--- config.mk ---
export PLATFORM = sky130hd
export DESIGN_NAME = alsu_top
export DESIGN_NICKNAME = d
export VERILOG_FILES = /design/src/alsu_pkg.sv /design/src/alsu_stack.sv /design/src/alsu_top.sv
export SDC_FILE = /design/constraint.sdc
export NUM_CORES = 1
export LEC_CHECK = 0
export BUFFER_PORTS_ARGS = -buffer_cell sky130_fd_sc_hd__buf_2
export CAP_MARGIN = 20
export CORE_MARGIN = 5
export CORE_UTILIZATION = 39
export DETAILED_ROUTE_END_ITERATION = 16
export SYNTH_ARGS = -nofsm -noshare
export SYNTH_HDL_FRONTEND = slang
export SYNTH_SLANG_ARGS = --single-unit
--- constraint.sdc ---
create_clock -name sys_clk -period 19.25 [get_ports sys_clk]
set_clock_uncertainty 0.2 [all_clocks]
set_input_delay 0.9625 -clock sys_clk [delete_from_list [all_inputs] [get_ports sys_clk]]
set_output_delay 0.9625 -clock sys_clk [all_outputs]
set_load 0.05 [all_outputs]
--- src/alsu_pkg.sv ---
// constants, operation codes and states of the accumulator load/store unit
package alsu_pkg;
    localparam int          ALSU_ACC_W     = 32;
    localparam int          ALSU_WORD_W    = 16;
    localparam int          ALSU_STACK_LVL = 8;
    localparam int          ALSU_OCT_DIG   = 6;
    localparam int          ALSU_OCT_W     = 18;
    localparam int          ALSU_CNT_W     = 6;
    localparam logic [31:0] ALSU_ACC_RST   = 32'h0000_0000;
    localparam logic [15:0] ALSU_WORD_RST  = 16'h0000;
    localparam logic [15:0] ALSU_ADDR_STEP = 16'h0001;
    localparam logic [15:0] ALSU_HI_CLEAR  = 16'h0000;
    localparam logic [5:0]  ALSU_BITS_MIN  = 6'h01;
    localparam logic [5:0]  ALSU_BITS_MAX  = 6'h20;
    localparam logic [5:0]  ALSU_CNT_RST   = 6'h00;

    typedef enum logic [3:0] {
        OP_NONE,
        OP_INDEXED_WORD_LOAD,
        OP_INDEXED_CONSTANT_LOAD,
        OP_REAL_VALUE_LOAD_MEM,
        OP_REAL_VALUE_LOAD_IMM,
        OP_WORD_STORE,
        OP_DOUBLE_WORD_STORE,
        OP_FORMATTED_BIT_STORE,
        OP_POP,
        OP_OCTAL_ADDRESS_LOAD
    } alsu_op_e;

    typedef enum logic [2:0] {
        ST_IDLE,
        ST_RD_LO,
        ST_RD_HI,
        ST_CONST_RD,
        ST_WR_LO,
        ST_WR_HI,
        ST_BITS,
        ST_DONE
    } alsu_state_e;
endpackage

--- src/alsu_stack.sv ---
// eight-level accumulator stack, push moves levels down, pop moves them up
`timescale 1ns/1ps
module alsu_stack
    import alsu_pkg::*;
(
    input  wire logic                  sys_clk,
    input  wire logic                  rst_b,
    input  wire logic                  push,
    input  wire logic                  pop,
    input  wire logic [ALSU_ACC_W-1:0] pushData,
    output logic      [ALSU_ACC_W-1:0] levelOne
);
    logic [ALSU_ACC_W-1:0] lvl_q [ALSU_STACK_LVL];

    assign levelOne = lvl_q[0];

    genvar i;
    generate
        for (i = 0; i < ALSU_STACK_LVL; i++) begin : g_lvl
            always_ff @(posedge sys_clk) begin
                if (!rst_b) begin
                    lvl_q[i] <= ALSU_ACC_RST;
                end else if (push) begin
                    if (i == 0) begin
                        lvl_q[i] <= pushData;
                    end else begin
                        lvl_q[i] <= lvl_q[(i == 0) ? 0 : i - 1];
                    end
                end else if (pop) begin
                    // bottom level keeps its value; it is don't-care after pop
                    if (i < ALSU_STACK_LVL - 1) begin
                        lvl_q[i] <= lvl_q[(i < ALSU_STACK_LVL - 1) ? i + 1 : i];
                    end
                end
            end
        end
    endgenerate
endmodule

--- src/alsu_top.sv ---
// accumulator load and store datapath with stack, zero flag and memory ports
`timescale 1ns/1ps
// What this block does
// - indexed load reads word at base plus level-one offset into low half
// - indexed 16-bit load clears upper accumulator half
// - every load sets zero flag when loaded value is zero, else clears it
// - load right after a load first pushes accumulator onto the stack
// - constant load picks one constant by level-one offset into low half
// - constant load names its label area by a number 1 to FFFF
// - real load fills whole accumulator from two words or immediate
// - word store writes low accumulator half, accumulator unchanged
// - double store writes all 32 bits into two consecutive words
// - formatted store writes 1 to 32 low bits to consecutive bits
// - pop moves level one into accumulator and shifts stack up
// - octal address load converts octal operand to binary
module alsu_top
    import alsu_pkg::*;
(
    input  wire logic                   sys_clk,
    input  wire logic                   rst_b,
    input  wire logic                   opValid,
    input  wire alsu_op_e               opCode,
    input  wire logic [ALSU_WORD_W-1:0] opAddr,
    input  wire logic [ALSU_ACC_W-1:0]  opImm,
    input  wire logic [ALSU_CNT_W-1:0]  bitCount,
    output logic                        opBusy,
    output logic                        opDone,
    output logic                        memReq,
    output logic                        memWe,
    output logic      [ALSU_WORD_W-1:0] memAddr,
    output logic      [ALSU_WORD_W-1:0] memWdata,
    input  wire logic [ALSU_WORD_W-1:0] memRdata,
    input  wire logic                   memAck,
    output logic                        constReq,
    output logic      [ALSU_WORD_W-1:0] constLabel,
    output logic      [ALSU_WORD_W-1:0] constIndex,
    input  wire logic [ALSU_WORD_W-1:0] constData,
    input  wire logic                   constAck,
    output logic                        bitWe,
    output logic      [ALSU_WORD_W-1:0] bitAddr,
    output logic                        bitData,
    output logic      [ALSU_ACC_W-1:0]  accum,
    output logic      [ALSU_ACC_W-1:0]  stackTop,
    output logic                        zeroLoadFlag
);
    alsu_state_e            state_q;
    alsu_state_e            state_d;
    logic [ALSU_ACC_W-1:0]  acc_q;
    logic                   zero_q;
    logic                   lastLoad_q;
    logic [ALSU_WORD_W-1:0] lowHold_q;
    logic [ALSU_CNT_W-1:0]  idx_q;
    logic [ALSU_CNT_W-1:0]  lastIdx_q;
    logic                   realRead_q;
    logic                   opDone_q;
    logic                   opBusy_q;
    logic                   memReq_q;
    logic                   memWe_q;
    logic [ALSU_WORD_W-1:0] memAddr_q;
    logic [ALSU_WORD_W-1:0] memWdata_q;
    logic                   constReq_q;
    logic [ALSU_WORD_W-1:0] constLabel_q;
    logic [ALSU_WORD_W-1:0] constIndex_q;
    logic                   bitWe_q;
    logic [ALSU_WORD_W-1:0] bitAddr_q;
    logic                   bitData_q;
    logic [ALSU_ACC_W-1:0]  levelOne;
    logic                   accept;
    logic                   isLoadOp;
    logic                   loadEn;
    logic                   popEn;
    logic [ALSU_ACC_W-1:0]  accVal;
    logic [ALSU_WORD_W-1:0] offset;
    logic                   badCount;
    logic [ALSU_OCT_W-1:0]  octPart [ALSU_OCT_DIG+1];

    assign accept   = (state_q == ST_IDLE) && opValid;
    assign isLoadOp = (opCode == OP_INDEXED_WORD_LOAD)
                   || (opCode == OP_INDEXED_CONSTANT_LOAD)
                   || (opCode == OP_REAL_VALUE_LOAD_MEM)
                   || (opCode == OP_REAL_VALUE_LOAD_IMM)
                   || (opCode == OP_OCTAL_ADDRESS_LOAD);
    // after a back-to-back load the old accumulator becomes level one
    assign offset   = lastLoad_q ? acc_q[15:0] : levelOne[15:0];
    assign badCount = (bitCount < ALSU_BITS_MIN)
                   || (bitCount > ALSU_BITS_MAX);

    // octal digits arrive one per nibble; only the low three bits count
    assign octPart[0] = '0;
    genvar g;
    generate
        for (g = 0; g < ALSU_OCT_DIG; g++) begin : g_oct
            assign octPart[g+1] = octPart[g]
                + (ALSU_OCT_W'(opImm[4*g +: 3]) << (3 * g));
        end
    endgenerate

    alsu_stack u_stack (
        .sys_clk  (sys_clk),
        .rst_b    (rst_b),
        .push     (accept && isLoadOp && lastLoad_q),
        .pop      (popEn),
        .pushData (acc_q),
        .levelOne (levelOne)
    );

    always_comb begin
        loadEn = 1'b0;
        popEn  = 1'b0;
        accVal = acc_q;
        if (accept && opCode == OP_REAL_VALUE_LOAD_IMM) begin
            loadEn = 1'b1;
            accVal = opImm;
        end else if (accept && opCode == OP_OCTAL_ADDRESS_LOAD) begin
            loadEn = 1'b1;
            accVal = {ALSU_HI_CLEAR, octPart[ALSU_OCT_DIG][15:0]};
        end else if (accept && opCode == OP_POP) begin
            popEn  = 1'b1;
            accVal = levelOne;
        end else if (state_q == ST_RD_LO && memAck && !realRead_q) begin
            loadEn = 1'b1;
            accVal = {ALSU_HI_CLEAR, memRdata};
        end else if (state_q == ST_RD_HI && memAck) begin
            loadEn = 1'b1;
            accVal = {memRdata, lowHold_q};
        end else if (state_q == ST_CONST_RD && constAck) begin
            loadEn = 1'b1;
            accVal = {ALSU_HI_CLEAR, constData};
        end
    end

    always_comb begin
        state_d = state_q;
        case (state_q)
            ST_IDLE: begin
                if (opValid) begin
                    case (opCode)
                        OP_INDEXED_WORD_LOAD:     state_d = ST_RD_LO;
                        OP_REAL_VALUE_LOAD_MEM:   state_d = ST_RD_LO;
                        OP_INDEXED_CONSTANT_LOAD: state_d = ST_CONST_RD;
                        OP_WORD_STORE:            state_d = ST_WR_LO;
                        OP_DOUBLE_WORD_STORE:     state_d = ST_WR_LO;
                        OP_FORMATTED_BIT_STORE:
                            state_d = badCount ? ST_DONE : ST_BITS;
                        default:                  state_d = ST_DONE;
                    endcase
                end
            end
            ST_RD_LO:    if (memAck) state_d = realRead_q ? ST_RD_HI : ST_DONE;
            ST_RD_HI:    if (memAck) state_d = ST_DONE;
            ST_CONST_RD: if (constAck) state_d = ST_DONE;
            ST_WR_LO:    if (memAck) state_d = realRead_q ? ST_WR_HI : ST_DONE;
            ST_WR_HI:    if (memAck) state_d = ST_DONE;
            ST_BITS:     if (idx_q == lastIdx_q) state_d = ST_DONE;
            ST_DONE:     state_d = ST_IDLE;
            default:     state_d = ST_IDLE;
        endcase
    end

    always_ff @(posedge sys_clk) begin
        if (!rst_b) begin
            state_q  <= ST_IDLE;
            opDone_q <= 1'b0;
            opBusy_q <= 1'b0;
        end else begin
            state_q  <= state_d;
            opDone_q <= (state_d == ST_DONE);
            opBusy_q <= (state_d != ST_IDLE);
        end
    end

    // accumulator and zero flag; pop and stores leave the flag alone
    always_ff @(posedge sys_clk) begin
        if (!rst_b) begin
            acc_q      <= ALSU_ACC_RST;
            zero_q     <= 1'b0;
            lastLoad_q <= 1'b0;
        end else begin
            if (loadEn || popEn) begin
                acc_q <= accVal;
            end
            if (loadEn) begin
                zero_q <= (accVal == ALSU_ACC_RST);
            end
            if (accept) begin
                lastLoad_q <= isLoadOp;
            end
        end
    end

    // word memory port; request holds until acknowledged
    always_ff @(posedge sys_clk) begin
        if (!rst_b) begin
            memReq_q   <= 1'b0;
            memWe_q    <= 1'b0;
            memAddr_q  <= ALSU_WORD_RST;
            memWdata_q <= ALSU_WORD_RST;
            lowHold_q  <= ALSU_WORD_RST;
            realRead_q <= 1'b0;
        end else if (accept) begin
            realRead_q <= (opCode == OP_REAL_VALUE_LOAD_MEM)
                       || (opCode == OP_DOUBLE_WORD_STORE);
            memWdata_q <= acc_q[15:0];
            memAddr_q  <= opAddr;
            case (opCode)
                OP_INDEXED_WORD_LOAD: begin
                    memReq_q  <= 1'b1;
                    memWe_q   <= 1'b0;
                    memAddr_q <= opAddr + offset;
                end
                OP_REAL_VALUE_LOAD_MEM: begin
                    memReq_q <= 1'b1;
                    memWe_q  <= 1'b0;
                end
                OP_WORD_STORE, OP_DOUBLE_WORD_STORE: begin
                    memReq_q <= 1'b1;
                    memWe_q  <= 1'b1;
                end
                default: memReq_q <= 1'b0;
            endcase
        end else if (memAck && (state_q == ST_RD_LO || state_q == ST_WR_LO)
                     && realRead_q) begin
            lowHold_q  <= memRdata;
            memAddr_q  <= memAddr_q + ALSU_ADDR_STEP;
            memWdata_q <= acc_q[31:16];
        end else if (memAck) begin
            memReq_q <= 1'b0;
            memWe_q  <= 1'b0;
        end
    end

    // constant area port: label picks the area, offset picks the entry
    always_ff @(posedge sys_clk) begin
        if (!rst_b) begin
            constReq_q   <= 1'b0;
            constLabel_q <= ALSU_WORD_RST;
            constIndex_q <= ALSU_WORD_RST;
        end else if (accept && opCode == OP_INDEXED_CONSTANT_LOAD) begin
            constReq_q   <= 1'b1;
            constLabel_q <= opAddr;
            constIndex_q <= offset;
        end else if (constAck) begin
            constReq_q <= 1'b0;
        end
    end

    // one discrete bit per cycle; bad counts end the store with no write
    always_ff @(posedge sys_clk) begin
        if (!rst_b) begin
            bitWe_q   <= 1'b0;
            bitAddr_q <= ALSU_WORD_RST;
            bitData_q <= 1'b0;
            idx_q     <= ALSU_CNT_RST;
            lastIdx_q <= ALSU_CNT_RST;
        end else if (accept && opCode == OP_FORMATTED_BIT_STORE) begin
            bitWe_q   <= !badCount;
            bitAddr_q <= opAddr;
            bitData_q <= acc_q[0];
            idx_q     <= ALSU_BITS_MIN;
            lastIdx_q <= bitCount;
        end else if (state_q == ST_BITS && idx_q != lastIdx_q) begin
            bitAddr_q <= bitAddr_q + ALSU_ADDR_STEP;
            bitData_q <= acc_q[idx_q[4:0]];
            idx_q     <= idx_q + ALSU_BITS_MIN;
        end else begin
            bitWe_q <= 1'b0;
        end
    end

    assign opBusy       = opBusy_q;
    assign opDone       = opDone_q;
    assign memReq       = memReq_q;
    assign memWe        = memWe_q;
    assign memAddr      = memAddr_q;
    assign memWdata     = memWdata_q;
    assign constReq     = constReq_q;
    assign constLabel   = constLabel_q;
    assign constIndex   = constIndex_q;
    assign bitWe        = bitWe_q;
    assign bitAddr      = bitAddr_q;
    assign bitData      = bitData_q;
    assign accum        = acc_q;
    assign stackTop     = levelOne;
    assign zeroLoadFlag = zero_q;
endmodule

==> metrics.txt <==
# TYPE chip_impl_metric gauge
chip_impl_metric{name="clk_pin_slew",unit="ns"} 0.06
chip_impl_metric{name="post_cts_hold_buffer_count",unit=""} 0
chip_impl_metric{name="pwr-share-seq",unit=""} 0.475
chip_impl_metric{name="core_area",unit="um2"} 48750
chip_impl_metric{name="met1Wirelength",unit="mm"} 26.53
chip_impl_metric{name="synth_fa_ha_area_frac",unit=""} 0.01336
chip_impl_info{name="end_point_of_the_critical_path",value="memAddr[15]"} 1
chip_impl_metric{name="max_transition_viols_final",unit=""} 0
chip_impl_info{name="grt_setup_unrepaired",value="false"} 1
chip_impl_metric{name="pin_count_of_the_biggest_net_entering_global_routing",unit=""} 118
chip_impl_metric{name="r2r.worst_path.cells",unit=""} 10
chip_impl_metric{name="synth-simple-area-share",unit=""} 0.1107
chip_impl_metric{name="grt_first_pass_wirelength",unit="mm"} 90.53
chip_impl_info{name="min-delay-start",value="constLabel[14]"} 1
chip_impl_metric{name="fillCellCount",unit=""} 4494
chip_impl_info{name="largest_family_of_logic_cells_by_synthesized_area",value="compound AO/OA/AOI/OAI gates"} 1
chip_impl_metric{name="detail_route.vias_per_cell",unit=""} 5.895
chip_impl_info{name="post-synth-top-count-cell",value="sky130_fd_sc_hd__edfxtp_1"} 1
chip_impl_metric{name="vias",unit=""} 14990
chip_impl_info{name="dominantRegCellSynth",value="sky130_fd_sc_hd__edfxtp_1"} 1
chip_impl_metric{name="clock_insertion_delay_worst_skew",unit="ns"} 0.59
chip_impl_metric{name="postSynthRegisterBits",unit=""} 409
chip_impl_metric{name="worst_slew_pin_slew",unit="ns"} 1.084
chip_impl_metric{name="initial_core_util",unit=""} 0.3919
chip_impl_metric{name="fin_nets",unit=""} 1960
chip_impl_metric{name="cts_resized",unit=""} 0
chip_impl_metric{name="timing.critical_path.required",unit="ns"} 19.51
chip_impl_info{name="timing.critical_path.max_delay_family",value="compound AO/OA/AOI/OAI gates"} 1
chip_impl_metric{name="first_iter_violations",unit=""} 1578
chip_impl_metric{name="drtAntennaViolNets",unit=""} 0
chip_impl_metric{name="leak",unit="nW"} 8.766
chip_impl_metric{name="worstPathMaxFanout",unit=""} 18
chip_impl_metric{name="place_hpwl",unit="mm"} 42.60
chip_impl_metric{name="multi_input_area",unit="um2"} 7759
chip_impl_metric{name="clk_path_buf_depth",unit=""} 3
chip_impl_metric{name="syn_area_per_cell",unit="um2"} 11.50
chip_impl_metric{name="htree_num_levels",unit=""} 2
chip_impl_metric{name="port_buffers",unit=""} 246
chip_impl_metric{name="setup.reg_to_reg.worst_slack",unit="ns"} 14.86
chip_impl_metric{name="layout_worst_path_cycle_share",unit=""} 0.2279
chip_impl_metric{name="worst_slew_margin_relative_to_its_limit",unit=""} 0.2775
chip_impl_metric{name="path_depth",unit=""} 10
chip_impl_metric{name="worstPathArrival",unit="ns"} 4.65
chip_impl_metric{name="tritonroute_pass_1_iters",unit=""} 5
chip_impl_info{name="ctsRootBufferMaster",value="sky130_fd_sc_hd__clkbuf_16"} 1
chip_impl_metric{name="pwr-share-clk",unit=""} 0.354
chip_impl_metric{name="synth_nets",unit=""} 1775
chip_impl_metric{name="powerDensity",unit="nW/um2"} 101.5
chip_impl_info{name="critical_path.cell_chain",value="mux2_2 -> ha_1 -> a2111oi_0 -> o21ai_0 -> a2111oi_1 -> nor4_1 -> o211a_1 -> a211oi_1 -> xor2_1 -> a21oi_1"} 1
chip_impl_metric{name="count_of_endpoints_failing_hold_in_the_final_timing_report",unit=""} 0
chip_impl_info{name="timing.critical_path.from_type",value="flip-flop"} 1
chip_impl_metric{name="placement_rows",unit=""} 81
chip_impl_metric{name="final.setup.tns",unit="ns"} 0
chip_impl_metric{name="gp_congestion",unit=""} 0.9081
chip_impl_metric{name="cts.sink_count",unit=""} 409
chip_impl_metric{name="globalRoute.totalOverflow",unit=""} 0
chip_impl_metric{name="synth_enable_flop_cells",unit=""} 256
chip_impl_metric{name="first_global_vias",unit=""} 14290
chip_impl_info{name="min-delay-path-class",value="reg -> reg"} 1
chip_impl_metric{name="synth_warnings",unit=""} 0
chip_impl_metric{name="fmax",unit="MHz"} 227.9
chip_impl_metric{name="critPathBufInv",unit=""} 0
chip_impl_metric{name="area_overhead_vs_synth",unit="%"} 16.18
chip_impl_metric{name="floorplan.die.height",unit="um"} 231.3
chip_impl_metric{name="synth_largest_type_area_fraction",unit=""} 0.4024
chip_impl_metric{name="power.switching_fraction",unit=""} 0.3115
chip_impl_metric{name="ff_latch_area",unit="um2"} 10750
chip_impl_metric{name="routed_wire_length_per_instance",unit="um"} 23.99
chip_impl_info{name="worstSetupEndpointType",value="flip-flop"} 1
chip_impl_info{name="crit_type",value="reg -> reg"} 1
chip_impl_metric{name="dieArea",unit="um2"} 53510
chip_impl_metric{name="asyncSetResetFlopFracSynth",unit=""} 0
chip_impl_metric{name="synth_xor_xnor_area_share",unit=""} 0.01834
chip_impl_metric{name="synth_compound_area_frac",unit=""} 0.2287
chip_impl_metric{name="min_path_cells",unit=""} 2
chip_impl_metric{name="layout-drive-gt1-share",unit=""} 0.1961
chip_impl_metric{name="postCtsSetupRepairBufs",unit=""} 0
chip_impl_metric{name="finalCoreUtilization",unit=""} 0.4553
chip_impl_metric{name="postSynthCellCount",unit=""} 1661
chip_impl_metric{name="yosysSeqAreaShare",unit=""} 0.5627
chip_impl_metric{name="setup_viol_count_final",unit=""} 0
chip_impl_metric{name="fin_crit",unit="ns"} 4.387
chip_impl_metric{name="syn_area",unit="um2"} 19100
chip_impl_info{name="critical-path-slowest-cell",value="sky130_fd_sc_hd__dfxtp_1"} 1
chip_impl_metric{name="num_io_pins",unit=""} 247
chip_impl_info{name="synth_top_cell_by_area",value="sky130_fd_sc_hd__edfxtp_1"} 1
chip_impl_metric{name="post_synthesis_mux_area_share",unit=""} 0.03334
chip_impl_metric{name="ys_types",unit=""} 76
chip_impl_info{name="cts_tree",value="yes"} 1
chip_impl_metric{name="maxCapViolations",unit=""} 0
chip_impl_info{name="setup_crit_start",value="lastLoad_q"} 1
chip_impl_metric{name="antenna_found_initial",unit=""} 2
chip_impl_info{name="result_of_the_run",value="completed"} 1
chip_impl_info{name="reg2reg_to",value="memAddr[15]"} 1
chip_impl_metric{name="power_report.internal_total",unit="mW"} 1.551
chip_impl_metric{name="power.ir.vdd_worst",unit="V"} 0.00006131
chip_impl_metric{name="net-switching-power",unit="uW"} 701.6
chip_impl_metric{name="routed_wirelength",unit="mm"} 61.01
chip_impl_metric{name="timing.critical_path.slowest_cell_delay",unit="ns"} 0.83
chip_impl_info{name="worst_r2r_startpoint",value="lastLoad_q"} 1
chip_impl_metric{name="wl_met2",unit="mm"} 27.61
chip_impl_metric{name="power.share.combinational",unit=""} 0.171
chip_impl_metric{name="post-route-drc-count",unit=""} 0
chip_impl_info{name="synth.cells.most_frequent",value="sky130_fd_sc_hd__edfxtp_1 (256), sky130_fd_sc_hd__a22o_1 (234), sky130_fd_sc_hd__nand2_1 (190)"} 1
chip_impl_metric{name="grt_use_total",unit=""} 0.2185
chip_impl_info{name="ys_top_cells_by_area",value="sky130_fd_sc_hd__edfxtp_1 (40%), sky130_fd_sc_hd__dfxtp_1 (16%), sky130_fd_sc_hd__a22o_1 (11%)"} 1
chip_impl_info{name="top_layer",value="met4"} 1
chip_impl_metric{name="met3_routed_wl",unit="mm"} 4.423
chip_impl_metric{name="number_of_buffers_inserted_during_clock_tree_synthesis",unit=""} 44
chip_impl_metric{name="die_width",unit="um"} 231.3
[cells in the final DEF (no fill, tap or decap), types with 15 or more instances in the layout]
master / Yosys / layout
sky130_fd_sc_hd__edfxtp_1: 256 / 256
sky130_fd_sc_hd__buf_2: 23 / 245
sky130_fd_sc_hd__a22o_1: 234 / 234
sky130_fd_sc_hd__nand2_1: 190 / 190
sky130_fd_sc_hd__dfxtp_1: 153 / 153
sky130_fd_sc_hd__a21boi_0: 79 / 79
sky130_fd_sc_hd__nor2_1: 60 / 58
sky130_fd_sc_hd__and3_1: 49 / 49
sky130_fd_sc_hd__a22oi_1: 47 / 47
sky130_fd_sc_hd__clkbuf_16: 0 / 44
sky130_fd_sc_hd__o21ai_0: 43 / 42
sky130_fd_sc_hd__a21oi_1: 42 / 42
sky130_fd_sc_hd__nor2b_1: 37 / 37
sky130_fd_sc_hd__nand3_1: 27 / 27
sky130_fd_sc_hd__buf_4: 2 / 27
sky130_fd_sc_hd__mux2i_1: 22 / 22
sky130_fd_sc_hd__xnor2_1: 21 / 21
sky130_fd_sc_hd__xor2_1: 19 / 19
sky130_fd_sc_hd__ha_1: 18 / 18
sky130_fd_sc_hd__mux2_2: 17 / 17
sky130_fd_sc_hd__and2_1: 17 / 16
sky130_fd_sc_hd__nor3_1: 15 / 15
sky130_fd_sc_hd__o211a_1: 15 / 15
[tightest hold or removal path: stages (launching register included)]
cell                       delay, ns
sky130_fd_sc_hd__dfxtp_1        0.30
sky130_fd_sc_hd__nand2_1        0.04
sky130_fd_sc_hd__a21boi_0       0.06
[cells by family after synthesis]
group                      count (synthesis)
AOI/OAI and AO/OA                        557
xor gates and xnor gates                  40
adders and majority gates                 20
buffers and inverters                    149
DFF                                      409
muxes                                     49
and+or+nand+nor                          437
[flip-flops by register name, indices dropped and copies added (netlist names), 6 cells and up]
| register | count |
|---|---|
| constIndex | 16 |
| memAddr | 16 |
| lowHold_q | 16 |
| memWdata | 16 |
| lastIdx_q | 6 |
| constLabel | 16 |
| bitAddr | 16 |
| u_stack.lvl_q | 256 |
| accum | 32 |
| idx_q | 6 |
[power groups by stage]
stage          sequential [mW]  clock [mW]  combinational (mW)
6_report                  1.07       0.797               0.385
5_1_grt                   1.07       0.852               0.410
4_1_cts                   1.07       0.815               0.383
3_5_place_dp              1.09           0               0.381
3_3_place_gp              1.09           0               0.378
2_1_floorplan             1.13           0               0.199
[routing by layer]
metal / track usage / up-vias
li1: - / 6796
met1: 0.3024 / 7450
met2: 0.3424 / 624
met3: 0.03957 / 120
met4: 0.08618 / 0
met5: 0 / -
[final cells by class]
cell class | count | area share
sequential | 409 | 0.4843
tap | 664 | 0.03743
clock inverter | 21 | 0.007159
antenna | 2 | 0.0002255
timing repair buffer | 274 | 0.06685
clock buffer | 56 | 0.05209
multi-input combinational | 1103 | 0.3495
inverter | 14 | 0.002368
[stage by stage]
| step | std cells | area (um2) | setup slack (ns) | power, mW | hold WS [ns] |
|---|---|---|---|---|---|
| after detailed placement | 2462 | 20820 | 14.31 | 1.468 | 0.2573 |
| after CTS | 2539 | 22140 | 14.73 | 2.266 | 0.2656 |
| after global placement | 2462 | 20820 | 14.37 | 1.464 | 0.2492 |
| final | 2543 | 22200 | 14.86 | 2.252 | 0.2617 |
| after global routing | 2541 | 22190 | 14.61 | 2.336 | 0.2836 |
| after floorplan | 1661 | 19100 | 9.711 | 1.327 | 0.2403 |
[how the worst min path moves through the flow]
stage                           endpoint
after floorplan            lowHold_q[12]
after global placement     constLabel[9]
after detailed placement  constLabel[14]
after CTS                 constLabel[14]
after global routing       lowHold_q[14]
final                     constLabel[14]
No activity file was read; power rests on OpenSTA's default activity.
